==> src/core/dcc_pkg.sv <==
package dcc_pkg;
   localparam int ADDR_W = 8;
   localparam int DATA_W = 32;
   localparam int PORT_W = 6;

   // register byte offsets
   localparam logic [7:0] OFS_CTRL = 8'h00;
   localparam logic [7:0] OFS_FLAG = 8'h04;
   localparam logic [7:0] OFS_IEN = 8'h08;
   localparam logic [7:0] OFS_IRQCTL = 8'h0c;
   localparam logic [7:0] OFS_PORT = 8'h10;
   localparam logic [7:0] OFS_DIR = 8'h14;

   // field positions
   localparam int CTRL_OUT2_BIT = 7;
   localparam int CTRL_OUT1_BIT = 6;
   localparam int CTRL_INV2_BIT = 5;
   localparam int CTRL_INV1_BIT = 4;
   localparam int CTRL_SWITCH_BIT = 3;
   localparam int FLAG_BIT = 6;
   localparam int IEN_BIT = 6;
   localparam int GLOBAL_EN_BIT = 7;
   localparam int PERIPH_EN_BIT = 6;
   localparam int PIN1_IDX = 4;
   localparam int PIN2_IDX = 5;

   typedef enum logic [2:0] {
      MODE_RESET_ZERO = 3'h0,
      MODE_ONE_INDEP = 3'h1,
      MODE_TWO_INDEP = 3'h2,
      MODE_TWO_OUT = 3'h3,
      MODE_TWO_COMMON = 3'h4,
      MODE_COMMON_OUT = 3'h5,
      MODE_FOUR_MUX = 3'h6,
      MODE_OFF = 3'h7
   } dcc_mode_t;

   // input selector codes: 0..3 analog pins, 6 unused, 7 internal reference
   localparam logic [2:0] SEL_AN0 = 3'h0;
   localparam logic [2:0] SEL_AN1 = 3'h1;
   localparam logic [2:0] SEL_AN2 = 3'h2;
   localparam logic [2:0] SEL_AN3 = 3'h3;
   localparam logic [2:0] SEL_NONE = 3'h6;
   localparam logic [2:0] SEL_VREF = 3'h7;

   typedef struct packed {
      logic inv2;
      logic inv1;
      logic inSwitch;
      dcc_mode_t mode;
   } dcc_ctrl_t;

   typedef struct packed {
      logic [1:0] cmpOn;
      logic [2:0] neg1;
      logic [2:0] pos1;
      logic [2:0] neg2;
      logic [2:0] pos2;
      logic route;
   } dcc_sel_t;

   localparam dcc_ctrl_t CTRL_RESET = '{inv2: 1'b0, inv1: 1'b0, inSwitch: 1'b0, mode: MODE_OFF};
   localparam logic [5:0] DIR_RESET = 6'h3f;
endpackage

==> src/core/dcc_top.sv <==
// The placing of the registers and the APB slave port are this design's own decisions.
`timescale 1ns/10ps
// Notes on behaviour
// - two comparators on four analog pins or reference; results readable and pin-routable
// - three-bit mode field in control bits 2..0 picks one of eight setups
// - raw result high when positive input above negative input, else low
// - result bits 7 and 6 show raw result, complemented when inversion set
// - control bits 5 and 4 invert each comparator output when set
// - mode 110: input switch moves negative inputs to AN3/AN2 or AN0/AN1
// - internal reference drives both positive inputs, only in mode 110
// - result bits are read-only; writes to them do nothing
// - routed modes drive unsynchronised results straight onto the two output pins
// - port direction bits still enable the two pins while routed
// - port data read returns zero for every analog input pin
// - flag bit 6 of flag register sets on any comparator output change
// - software write of one sets flag, write of zero clears it
// - interrupt reaches core only with all three enables; flag sets regardless
// - change during control register access may fail to set the flag
// - mismatch keeps setting flag; any control access ends the mismatch
// - comparators run in sleep; enabled interrupt wakes; control unchanged
// - reset puts mode 111, clears inversion and input switch bits
module dcc_top #(
   parameter int ADDR_W = dcc_pkg::ADDR_W,
   parameter int PORT_W = dcc_pkg::PORT_W
) (
   input wire logic sys_clk, // core clock
   input wire logic arst_n, // async reset
   input wire logic psel, // apb select
   input wire logic penable, // apb enable
   input wire logic pwrite, // apb direction
   input wire logic [ADDR_W-1:0] paddr, // apb byte address
   input wire logic [31:0] pwdata, // apb write data
   output logic [31:0] prdata, // apb read data
   output logic pready, // apb ready
   output logic pslverr, // apb error
   input wire logic cmp1Raw, // comparator 1 analog result
   input wire logic cmp2Raw, // comparator 2 analog result
   input wire logic [PORT_W-1:0] portPinIn, // digital pin levels
   input wire logic [PORT_W-1:0] analogPinMask, // 1 = pin is analog input
   input wire logic [1:0] portLatchOut, // port latch bits for pins 4 and 5
   input wire logic sleepMode, // core asleep
   output logic cmp1OutPin, // pin 4 data
   output logic cmp2OutPin, // pin 5 data
   output logic cmp1OutPinOe, // pin 4 drive enable
   output logic cmp2OutPinOe, // pin 5 drive enable
   output dcc_pkg::dcc_sel_t anaSel, // analog mux and enable selects
   output logic cmpIrq, // interrupt to core
   output logic wakeReq // wake from sleep
);

   dcc_pkg::dcc_ctrl_t ctrl_reg;
   logic [1:0] sync1_reg;
   logic [1:0] sync2_reg;
   logic [1:0] latched_reg;
   logic flag_reg;
   logic ien_reg;
   logic globalEn_reg;
   logic periphEn_reg;
   logic [PORT_W-1:0] dir_reg;
   logic [31:0] rd_next;
   logic err_next;
   logic setupPhase;
   logic doneAcc;
   logic ctrlAcc;
   logic mismatch;
   logic [1:0] outVal;
   logic [1:0] rawGated;
   logic flagSet;
   dcc_pkg::dcc_sel_t sel_next;
   logic [7:0] addrLo;

   assign addrLo = paddr[7:0];
   assign setupPhase = psel & ~penable;
   assign doneAcc = psel & penable & pready;
   assign ctrlAcc = doneAcc & (addrLo == dcc_pkg::OFS_CTRL);

   always_comb begin
      sel_next = '{cmpOn: 2'b11, neg1: dcc_pkg::SEL_AN0, pos1: dcc_pkg::SEL_AN3,
                   neg2: dcc_pkg::SEL_AN1, pos2: dcc_pkg::SEL_AN2, route: 1'b0};
      case (ctrl_reg.mode)
         dcc_pkg::MODE_OFF: begin
            sel_next = '{cmpOn: 2'b00, neg1: dcc_pkg::SEL_NONE, pos1: dcc_pkg::SEL_NONE,
                         neg2: dcc_pkg::SEL_NONE, pos2: dcc_pkg::SEL_NONE, route: 1'b0};
         end
         dcc_pkg::MODE_RESET_ZERO: begin
            sel_next.cmpOn = 2'b00;
         end
         dcc_pkg::MODE_ONE_INDEP: begin
            sel_next.cmpOn = 2'b01;
            sel_next.neg2 = dcc_pkg::SEL_NONE;
            sel_next.pos2 = dcc_pkg::SEL_NONE;
         end
         dcc_pkg::MODE_TWO_OUT: begin
            sel_next.route = 1'b1;
         end
         dcc_pkg::MODE_TWO_COMMON: begin
            sel_next.pos1 = dcc_pkg::SEL_AN2;
         end
         dcc_pkg::MODE_COMMON_OUT: begin
            sel_next.pos1 = dcc_pkg::SEL_AN2;
            sel_next.route = 1'b1;
         end
         dcc_pkg::MODE_FOUR_MUX: begin
            sel_next.pos1 = dcc_pkg::SEL_VREF;
            sel_next.pos2 = dcc_pkg::SEL_VREF;
            sel_next.neg1 = ctrl_reg.inSwitch ? dcc_pkg::SEL_AN3 : dcc_pkg::SEL_AN0;
            sel_next.neg2 = ctrl_reg.inSwitch ? dcc_pkg::SEL_AN2 : dcc_pkg::SEL_AN1;
         end
         default: begin
            sel_next.cmpOn = 2'b11;
         end
      endcase
   end

   always_ff @(posedge sys_clk or negedge arst_n) begin
      if (!arst_n) begin
         anaSel <= '{cmpOn: 2'b00, neg1: dcc_pkg::SEL_NONE, pos1: dcc_pkg::SEL_NONE,
                     neg2: dcc_pkg::SEL_NONE, pos2: dcc_pkg::SEL_NONE, route: 1'b0};
      end else begin
         anaSel <= sel_next;
      end
   end

   assign rawGated = {cmp2Raw & anaSel.cmpOn[1], cmp1Raw & anaSel.cmpOn[0]};

   always_ff @(posedge sys_clk or negedge arst_n) begin
      if (!arst_n) begin
         sync1_reg <= 2'b00;
         sync2_reg <= 2'b00;
      end else begin
         sync1_reg <= rawGated;
         sync2_reg <= sync1_reg;
      end
   end

   assign outVal = sync2_reg ^ {ctrl_reg.inv2, ctrl_reg.inv1};

   always_ff @(posedge sys_clk or negedge arst_n) begin
      if (!arst_n) begin
         latched_reg <= 2'b00;
      end else if (ctrlAcc) begin
         latched_reg <= sync2_reg;
      end
   end

   assign mismatch = sync2_reg != latched_reg;
   assign flagSet = mismatch & ~ctrlAcc;

   // only reset or software touches control
   always_ff @(posedge sys_clk or negedge arst_n) begin
      if (!arst_n) begin
         ctrl_reg <= dcc_pkg::CTRL_RESET;
      end else if (ctrlAcc && pwrite) begin
         ctrl_reg <= dcc_pkg::dcc_ctrl_t'(pwdata[5:0]);
      end
   end

   always_ff @(posedge sys_clk or negedge arst_n) begin
      if (!arst_n) begin
         flag_reg <= 1'b0;
      end else if (flagSet) begin
         flag_reg <= 1'b1;
      end else if (doneAcc && pwrite && addrLo == dcc_pkg::OFS_FLAG) begin
         flag_reg <= pwdata[dcc_pkg::FLAG_BIT];
      end
   end

   always_ff @(posedge sys_clk or negedge arst_n) begin
      if (!arst_n) begin
         ien_reg <= 1'b0;
         globalEn_reg <= 1'b0;
         periphEn_reg <= 1'b0;
         dir_reg <= dcc_pkg::DIR_RESET;
      end else if (doneAcc && pwrite) begin
         if (addrLo == dcc_pkg::OFS_IEN) begin
            ien_reg <= pwdata[dcc_pkg::IEN_BIT];
         end
         if (addrLo == dcc_pkg::OFS_IRQCTL) begin
            globalEn_reg <= pwdata[dcc_pkg::GLOBAL_EN_BIT];
            periphEn_reg <= pwdata[dcc_pkg::PERIPH_EN_BIT];
         end
         if (addrLo == dcc_pkg::OFS_DIR) begin
            dir_reg <= pwdata[PORT_W-1:0];
         end
      end
   end

   always_ff @(posedge sys_clk or negedge arst_n) begin
      if (!arst_n) begin
         cmpIrq <= 1'b0;
         wakeReq <= 1'b0;
      end else begin
         cmpIrq <= flag_reg & ien_reg & periphEn_reg & globalEn_reg;
         wakeReq <= flag_reg & ien_reg & sleepMode;
      end
   end

   // unsynchronised result bypasses latch
   // unregistered on purpose: the pin must follow the comparator itself
   assign cmp1OutPin = anaSel.route ? (cmp1Raw ^ ctrl_reg.inv1) : portLatchOut[0];
   assign cmp2OutPin = anaSel.route ? (cmp2Raw ^ ctrl_reg.inv2) : portLatchOut[1];

   always_ff @(posedge sys_clk or negedge arst_n) begin
      if (!arst_n) begin
         cmp1OutPinOe <= 1'b0;
         cmp2OutPinOe <= 1'b0;
      end else begin
         cmp1OutPinOe <= ~dir_reg[dcc_pkg::PIN1_IDX];
         cmp2OutPinOe <= ~dir_reg[dcc_pkg::PIN2_IDX];
      end
   end

   // read mux, sampled in the setup cycle
   always_comb begin
      rd_next = 32'h0;
      err_next = 1'b0;
      case (addrLo)
         dcc_pkg::OFS_CTRL: begin
            rd_next[7:0] = {outVal[1], outVal[0], ctrl_reg};
         end
         dcc_pkg::OFS_FLAG: begin
            rd_next[dcc_pkg::FLAG_BIT] = flag_reg;
         end
         dcc_pkg::OFS_IEN: begin
            rd_next[dcc_pkg::IEN_BIT] = ien_reg;
         end
         dcc_pkg::OFS_IRQCTL: begin
            rd_next[dcc_pkg::GLOBAL_EN_BIT] = globalEn_reg;
            rd_next[dcc_pkg::PERIPH_EN_BIT] = periphEn_reg;
         end
         dcc_pkg::OFS_PORT: begin
            rd_next[PORT_W-1:0] = portPinIn & ~analogPinMask;
         end
         dcc_pkg::OFS_DIR: begin
            rd_next[PORT_W-1:0] = dir_reg;
         end
         default: begin
            err_next = 1'b1;
         end
      endcase
   end

   // one wait-free access cycle after setup; data held from setup sample
   always_ff @(posedge sys_clk or negedge arst_n) begin
      if (!arst_n) begin
         pready <= 1'b0;
         pslverr <= 1'b0;
         prdata <= 32'h0;
      end else begin
         pready <= setupPhase;
         if (setupPhase) begin
            pslverr <= err_next;
            prdata <= pwrite ? 32'h0 : rd_next;
         end else begin
            pslverr <= 1'b0;
         end
      end
   end

   // checks
   property p_mode_off_reset;
      @(posedge sys_clk) $rose(arst_n)
         |-> ctrl_reg.mode == dcc_pkg::MODE_OFF && !ctrl_reg.inv2 && !ctrl_reg.inv1 && !ctrl_reg.inSwitch;
   endproperty
   a_mode_off_reset: assert property (p_mode_off_reset) else $error("control not at reset state");

   property p_ref_only_mux;
      @(posedge sys_clk) disable iff (!arst_n)
         (anaSel.pos1 == dcc_pkg::SEL_VREF) |-> $past(ctrl_reg.mode) == dcc_pkg::MODE_FOUR_MUX;
   endproperty
   a_ref_only_mux: assert property (p_ref_only_mux) else $error("reference used outside mode 110");

   property p_switch_route;
      @(posedge sys_clk) disable iff (!arst_n)
         (ctrl_reg.mode == dcc_pkg::MODE_FOUR_MUX && ctrl_reg.inSwitch) ##1 $stable(ctrl_reg)
            |-> anaSel.neg1 == dcc_pkg::SEL_AN3 && anaSel.neg2 == dcc_pkg::SEL_AN2;
   endproperty
   a_switch_route: assert property (p_switch_route) else $error("input switch not applied");

   property p_ro_bits;
      @(posedge sys_clk) disable iff (!arst_n)
         ctrlAcc && pwrite |=> ctrl_reg == $past(pwdata[5:0]);
   endproperty
   a_ro_bits: assert property (p_ro_bits) else $error("control write mishandled");

   property p_flag_on_change;
      @(posedge sys_clk) disable iff (!arst_n)
         mismatch && !ctrlAcc |=> flag_reg;
   endproperty
   a_flag_on_change: assert property (p_flag_on_change) else $error("flag not set on change");

   property p_sw_clear;
      @(posedge sys_clk) disable iff (!arst_n)
         doneAcc && pwrite && addrLo == dcc_pkg::OFS_FLAG && !flagSet |=> flag_reg == $past(pwdata[6]);
   endproperty
   a_sw_clear: assert property (p_sw_clear) else $error("flag write not honoured");

   property p_irq_gate;
      @(posedge sys_clk) disable iff (!arst_n)
         cmpIrq |-> $past(flag_reg) && $past(ien_reg) && $past(globalEn_reg) && $past(periphEn_reg);
   endproperty
   a_irq_gate: assert property (p_irq_gate) else $error("interrupt without all enables");

   property p_irq_on;
      @(posedge sys_clk) disable iff (!arst_n)
         flag_reg && ien_reg && periphEn_reg && globalEn_reg |=> cmpIrq;
   endproperty
   a_irq_on: assert property (p_irq_on) else $error("interrupt missing with all enables");

   property p_wake_gate;
      @(posedge sys_clk) disable iff (!arst_n)
         wakeReq |-> $past(flag_reg) && $past(ien_reg) && $past(sleepMode);
   endproperty
   a_wake_gate: assert property (p_wake_gate) else $error("wake without enabled flag in sleep");

   property p_mismatch_end;
      @(posedge sys_clk) disable iff (!arst_n)
         ctrlAcc ##1 $stable(sync2_reg) |-> !mismatch;
   endproperty
   a_mismatch_end: assert property (p_mismatch_end) else $error("access did not end mismatch");

   property p_read_polarity;
      @(posedge sys_clk) disable iff (!arst_n)
         setupPhase && !pwrite && addrLo == dcc_pkg::OFS_CTRL
            |=> prdata[7:6] == ($past(sync2_reg) ^ $past({ctrl_reg.inv2, ctrl_reg.inv1}));
   endproperty
   a_read_polarity: assert property (p_read_polarity) else $error("result bits wrong polarity");

   property p_port_analog;
      @(posedge sys_clk) disable iff (!arst_n)
         setupPhase && !pwrite && addrLo == dcc_pkg::OFS_PORT |=> (prdata[5:0] & $past(analogPinMask)) == 6'h0;
   endproperty
   a_port_analog: assert property (p_port_analog) else $error("analog pin read nonzero");

   property p_oe_dir;
      @(posedge sys_clk) disable iff (!arst_n)
         ##1 cmp1OutPinOe == !$past(dir_reg[4]);
   endproperty
   a_oe_dir: assert property (p_oe_dir) else $error("pin enable does not follow direction");

   property p_oe2_dir;
      @(posedge sys_clk) disable iff (!arst_n)
         ##1 cmp2OutPinOe == !$past(dir_reg[5]);
   endproperty
   a_oe2_dir: assert property (p_oe2_dir) else $error("second pin enable does not follow direction");

   property p_sync_two;
      @(posedge sys_clk) disable iff (!arst_n)
         $changed(rawGated) ##1 $stable(rawGated) ##1 1'b1 |-> sync2_reg == $past(rawGated, 2);
   endproperty
   a_sync_two: assert property (p_sync_two) else $error("synchroniser latency wrong");

   c_flag_set: cover property (@(posedge sys_clk) disable iff (!arst_n) $rose(flag_reg));
   c_irq: cover property (@(posedge sys_clk) disable iff (!arst_n) $rose(cmpIrq));
   c_wake: cover property (@(posedge sys_clk) disable iff (!arst_n) $rose(wakeReq));
   c_route: cover property (@(posedge sys_clk) disable iff (!arst_n) anaSel.route && cmp1OutPinOe);
   c_ref_mux: cover property (@(posedge sys_clk) disable iff (!arst_n) anaSel.pos1 == dcc_pkg::SEL_VREF);
endmodule

==> config.mk <==
export PLATFORM = sky130hd
export DESIGN_NAME = dcc_top
export DESIGN_NICKNAME = d
export VERILOG_FILES = /design/src/core/dcc_pkg.sv /design/src/core/dcc_top.sv
export SDC_FILE = /design/constraint.sdc
export NUM_CORES = 1
export LEC_CHECK = 0
export ABC_AREA = 0
export BUFFER_PORTS_ARGS = -buffer_cell sky130_fd_sc_hd__buf_2
export CAP_MARGIN = 20
export CORE_MARGIN = 2
export CORE_UTILIZATION = 45
export DETAILED_ROUTE_END_ITERATION = 7
export MAX_ROUTING_LAYER = met4
export PLACE_DENSITY = 0.79
export SETUP_SLACK_MARGIN = 0.2
export SYNTH_ARGS = -nofsm -noshare
export SYNTH_HDL_FRONTEND = slang
export SYNTH_SLANG_ARGS = --single-unit
==> constraint.sdc <==
create_clock -name sys_clk -period 1.7 [get_ports sys_clk]
set_input_delay 0.17 -clock sys_clk [delete_from_list [all_inputs] [get_ports sys_clk]]
set_output_delay 0.17 -clock sys_clk [all_outputs]
set_load 0.005 [all_outputs]
==> flow_metrics.env <==
export IMPL_die_w_um=75.6
export IMPL_crit_path_end_kind="flop"
export IMPL_hold_class="in2reg"
export IMPL_hp_start="cmp1Raw"
export IMPL_power_frac_seq=0.575
export IMPL_place_congestion=0.843
export IMPL_max_freq_mhz=692
export IMPL_finalHoldViolCount=0
export IMPL_hold_depth=2
export IMPL_cts_sinks=49
export IMPL_area_growth_syn_to_layout_pct=18.6
export IMPL_outcome="completed"
export IMPL_worstPathCellList="and4_4, nand2_2, nor2_4, mux2_2"
export IMPL_synth_top_area_cell="dfrtp_1"
export IMPL_grt_pass1_vias=1492
export IMPL_num_nets_final=326
export IMPL_synth_edf_count=0
export IMPL_largest_registers="anaSel: 13 flops, prdata: 8 flops"
export IMPL_p_total_mw=2.06
export IMPL_critical_path_arrival_ns=1.64
export IMPL_crit_buf_inv=0
export IMPL_core_um2=5010
export IMPL_top_register="anaSel"
export IMPL_cts_setup_buffers=0
export IMPL_criticalPathCategory="reg2reg"
export IMPL_setup_violations=0
export IMPL_syn_inst=193
export IMPL_internal_power_mw=1.54
export IMPL_worstReg2RegStart="pready"
export IMPL_num_antenna_cells=0
export IMPL_drive_gt1_frac=0.468
export IMPL_r2r_slack_ns=0.26
export IMPL_p_comb_frac=0.082
export IMPL_yosysTopAreaCellShare=0.369
export IMPL_slew_viol_final=0
export IMPL_synth_top_family_by_area="simple AND/OR/NAND/NOR gates"
export IMPL_io_pins=117
export IMPL_gr_total_overflow=0
export IMPL_r2r_cells=4
export IMPL_postSynth_asyncResetShare=1.00
export IMPL_synth_compound_area_frac=0.0890
export IMPL_clock_latency_ns=0.31
export IMPL_tns_ns=0
export IMPL_num_rows=26
export IMPL_portBuffers=66
export IMPL_fillers=456
export IMPL_fin_util=0.546
export IMPL_avgRoutedWirePerCell_um=13.8
export IMPL_synth_cell_type_count=35
export IMPL_synth_top_flop_cell="dfrtp_1"
export IMPL_yosysWarnings=0
export IMPL_viasPerCell=4.66
export IMPL_synth_area_leaders="dfrtp_1 (37%), dfstp_2 (17%), buf_4 (8.8%), mux2_2 (8.3%), a22o_1 (7.2%)"
export IMPL_pwr_share_clk=0.342
export IMPL_finClkSkew_ns=0.00560
export IMPL_syn_area_per_cell_um2=11.9
export IMPL_clk_path_buf_depth=2
export IMPL_worstReg2RegEnd="ctrl_reg[4]"
export IMPL_die_h_um=75.6
export IMPL_synth_adder_area_share=0
export IMPL_worst_slew_pin_slew_ns=0.600
export IMPL_p_leak_nw=1.41
export IMPL_htreeDepth=2
export IMPL_drc=0
export IMPL_cpMaxStageDelayCell="dfrtp_1"
export IMPL_start_util=0.460
export IMPL_tritoncts="built"
export IMPL_synth_mux_area_frac=0.0971
export IMPL_whs_endpoint="sync1_reg[0]"
export IMPL_ir_drop_mv=0.541
export IMPL_synthesis_area_um2=2310
export IMPL_critPathTopFamily="simple AND/OR/NAND/NOR gates"
export IMPL_path_clk_slew_ns=0.09
export IMPL_synth_simple_gate_area_share=0.137
export IMPL_grt_max_degree=50
export IMPL_worstPathMaxFanout=6
export IMPL_drt_wl_total_mm=4.63
export IMPL_detail_route_first_pass_iterations=4
export IMPL_cts_root_buf="clkbuf_8"
export IMPL_synth_seq_cells=49
export IMPL_required_ns=1.90
export IMPL_antenna_found_initial=0
export IMPL_startpoint_type="flop"
export IMPL_cts_buffers_inserted=5
export IMPL_drt_iter0_markers=84
export IMPL_drtAntennaViolNets=0
export IMPL_synth_xor_area_share=0.0266
export IMPL_num_vias=1561
export IMPL_period_needed_ns=1.44
export IMPL_grt_setup_unrepaired="false"
export IMPL_cp_slowest_stage_delay_ns=0.37
export IMPL_largest_reg_flops=13
export IMPL_track_usage=0.175
export IMPL_grt_pass1_wl_mm=7.13
export IMPL_dpl_hpwl_mm=3.44
export IMPL_powerDensity_nw_per_um2=755
export IMPL_finalCritPeriodShare=0.850
export IMPL_drv_cap=0
export IMPL_relSlewSlack=0.600
export IMPL_dieArea_um2=5710
export IMPL_p_sw_frac=0.252
export IMPL_ys_seq_area_frac=0.540
export IMPL_p_sw_mw=0.520
==> cell families after synthesis <==
logic type      after synthesis
xor+xnor                      7
other cells                   2
mux                          19
buf+inv                      36
simple gates                 54
flops                        49
compound gates               26
==> how the worst max path moves through the flow <==
| stage | to | cells after the start | from | slack [ns] |
|---|---|---|---|---|
| floorplan | ctrl_reg[3] | 4 | pready | 0.37 |
| global placement | ctrl_reg[4] | 5 | paddr[2] | 0.21 |
| detailed placement | ctrl_reg[4] | 5 | paddr[2] | 0.22 |
| CTS | ctrl_reg[4] | 4 | pready | 0.22 |
| global route | ctrl_reg[4] | 4 | pready | 0.20 |
| finish | ctrl_reg[4] | 4 | pready | 0.26 |
==> power groups by stage <==
stage | Clock, mW | Combinational, mW | Sequential, mW
floorplan | 0 | 0.115 | 1.21
global placement | 0 | 0.163 | 1.21
detailed placement | 0 | 0.166 | 1.21
CTS | 0.728 | 0.169 | 1.19
global route | 0.794 | 0.195 | 1.19
finish | 0.706 | 0.169 | 1.19
==> synthesized netlist by cell type, drive strengths merged (2+ instances only) <==
cell type	count
and2	4
dfstp	15
o21ai	3
a21oi	2
nand4	2
mux2	17
nand3	5
clkbuf	2
xor2	3
nor2	20
and4	2
or2	2
nand2b	2
nand2	7
nor2b	2
a22o	19
and3	4
xnor2	4
conb	2
buf	30
inv	4
nor3	3
dfrtp	34
==> final cells by class <==
cell class              count  area [µm²]  area share
flip-flops and latches     49        1240       0.455
multi-input cells         132         915       0.335
repair buffers             72         378       0.138
well taps                  70        87.6      0.0320
clock buffers               5        68.8      0.0252
clock inverters             3        25.0     0.00915
inverters                   4        15.0     0.00549
==> cell usage in the layout, fill, tap and decap left out, types with 2 or more instances in the layout <==
cell type and instances:
a22o_1 19, a21oi_1 2, dfrtp_1 34, inv_1 4, o21ai_0 3, nand4_1 2, and3_1 4, clkbuf_8 5
nor2_4 2, buf_4 5, nand2_1 5, conb_1 26, nand2b_1 2, or2_2 2, nand2_2 2, nor2b_1 2
mux2_2 17, nand3_1 4, xnor2_1 4, nor2_1 17, dfstp_2 15, buf_2 66, and2_1 4, xor2_1 3
==> per-stage QoR <==
step	instance area, µm²	setup WS [ns]	hold WS, ns	cells
2_1_floorplan	2400	0.366	-0.126	217
3_3_place_gp	2620	0.213	0.295	326
3_5_place_dp	2620	0.219	0.300	326
4_1_cts	2720	0.217	0.0869	335
5_1_grt	2730	0.200	0.0910	335
6_report	2730	0.256	0.0928	335
==> what timing repair did <==
| item | CTS | global route |
|---|---|---|
| endpoints found under the setup margin | 0 | 13 |
| gates resized for setup | 0 | 4 |
| endpoints found under the hold margin | 34 | 0 |
| hold buffers | 1 | 0 |
==> worst reg2reg max path, cell delays in order, from the launching register on <==
cell and delay (ns):
dfrtp_1 0.37, and4_4 0.26, nand2_2 0.10, nor2_4 0.24, mux2_2 0.36
==> per-layer routing <==
layer,track usage,part of all wire,up-vias
met3,0.0370,0.057,4
met1,0.208,0.41,740
li1,-,-,755
met5,-,0,-
met2,0.300,0.52,62
met4,0.0507,0.011,0
No activity file was read; power rests on OpenSTA's default activity.
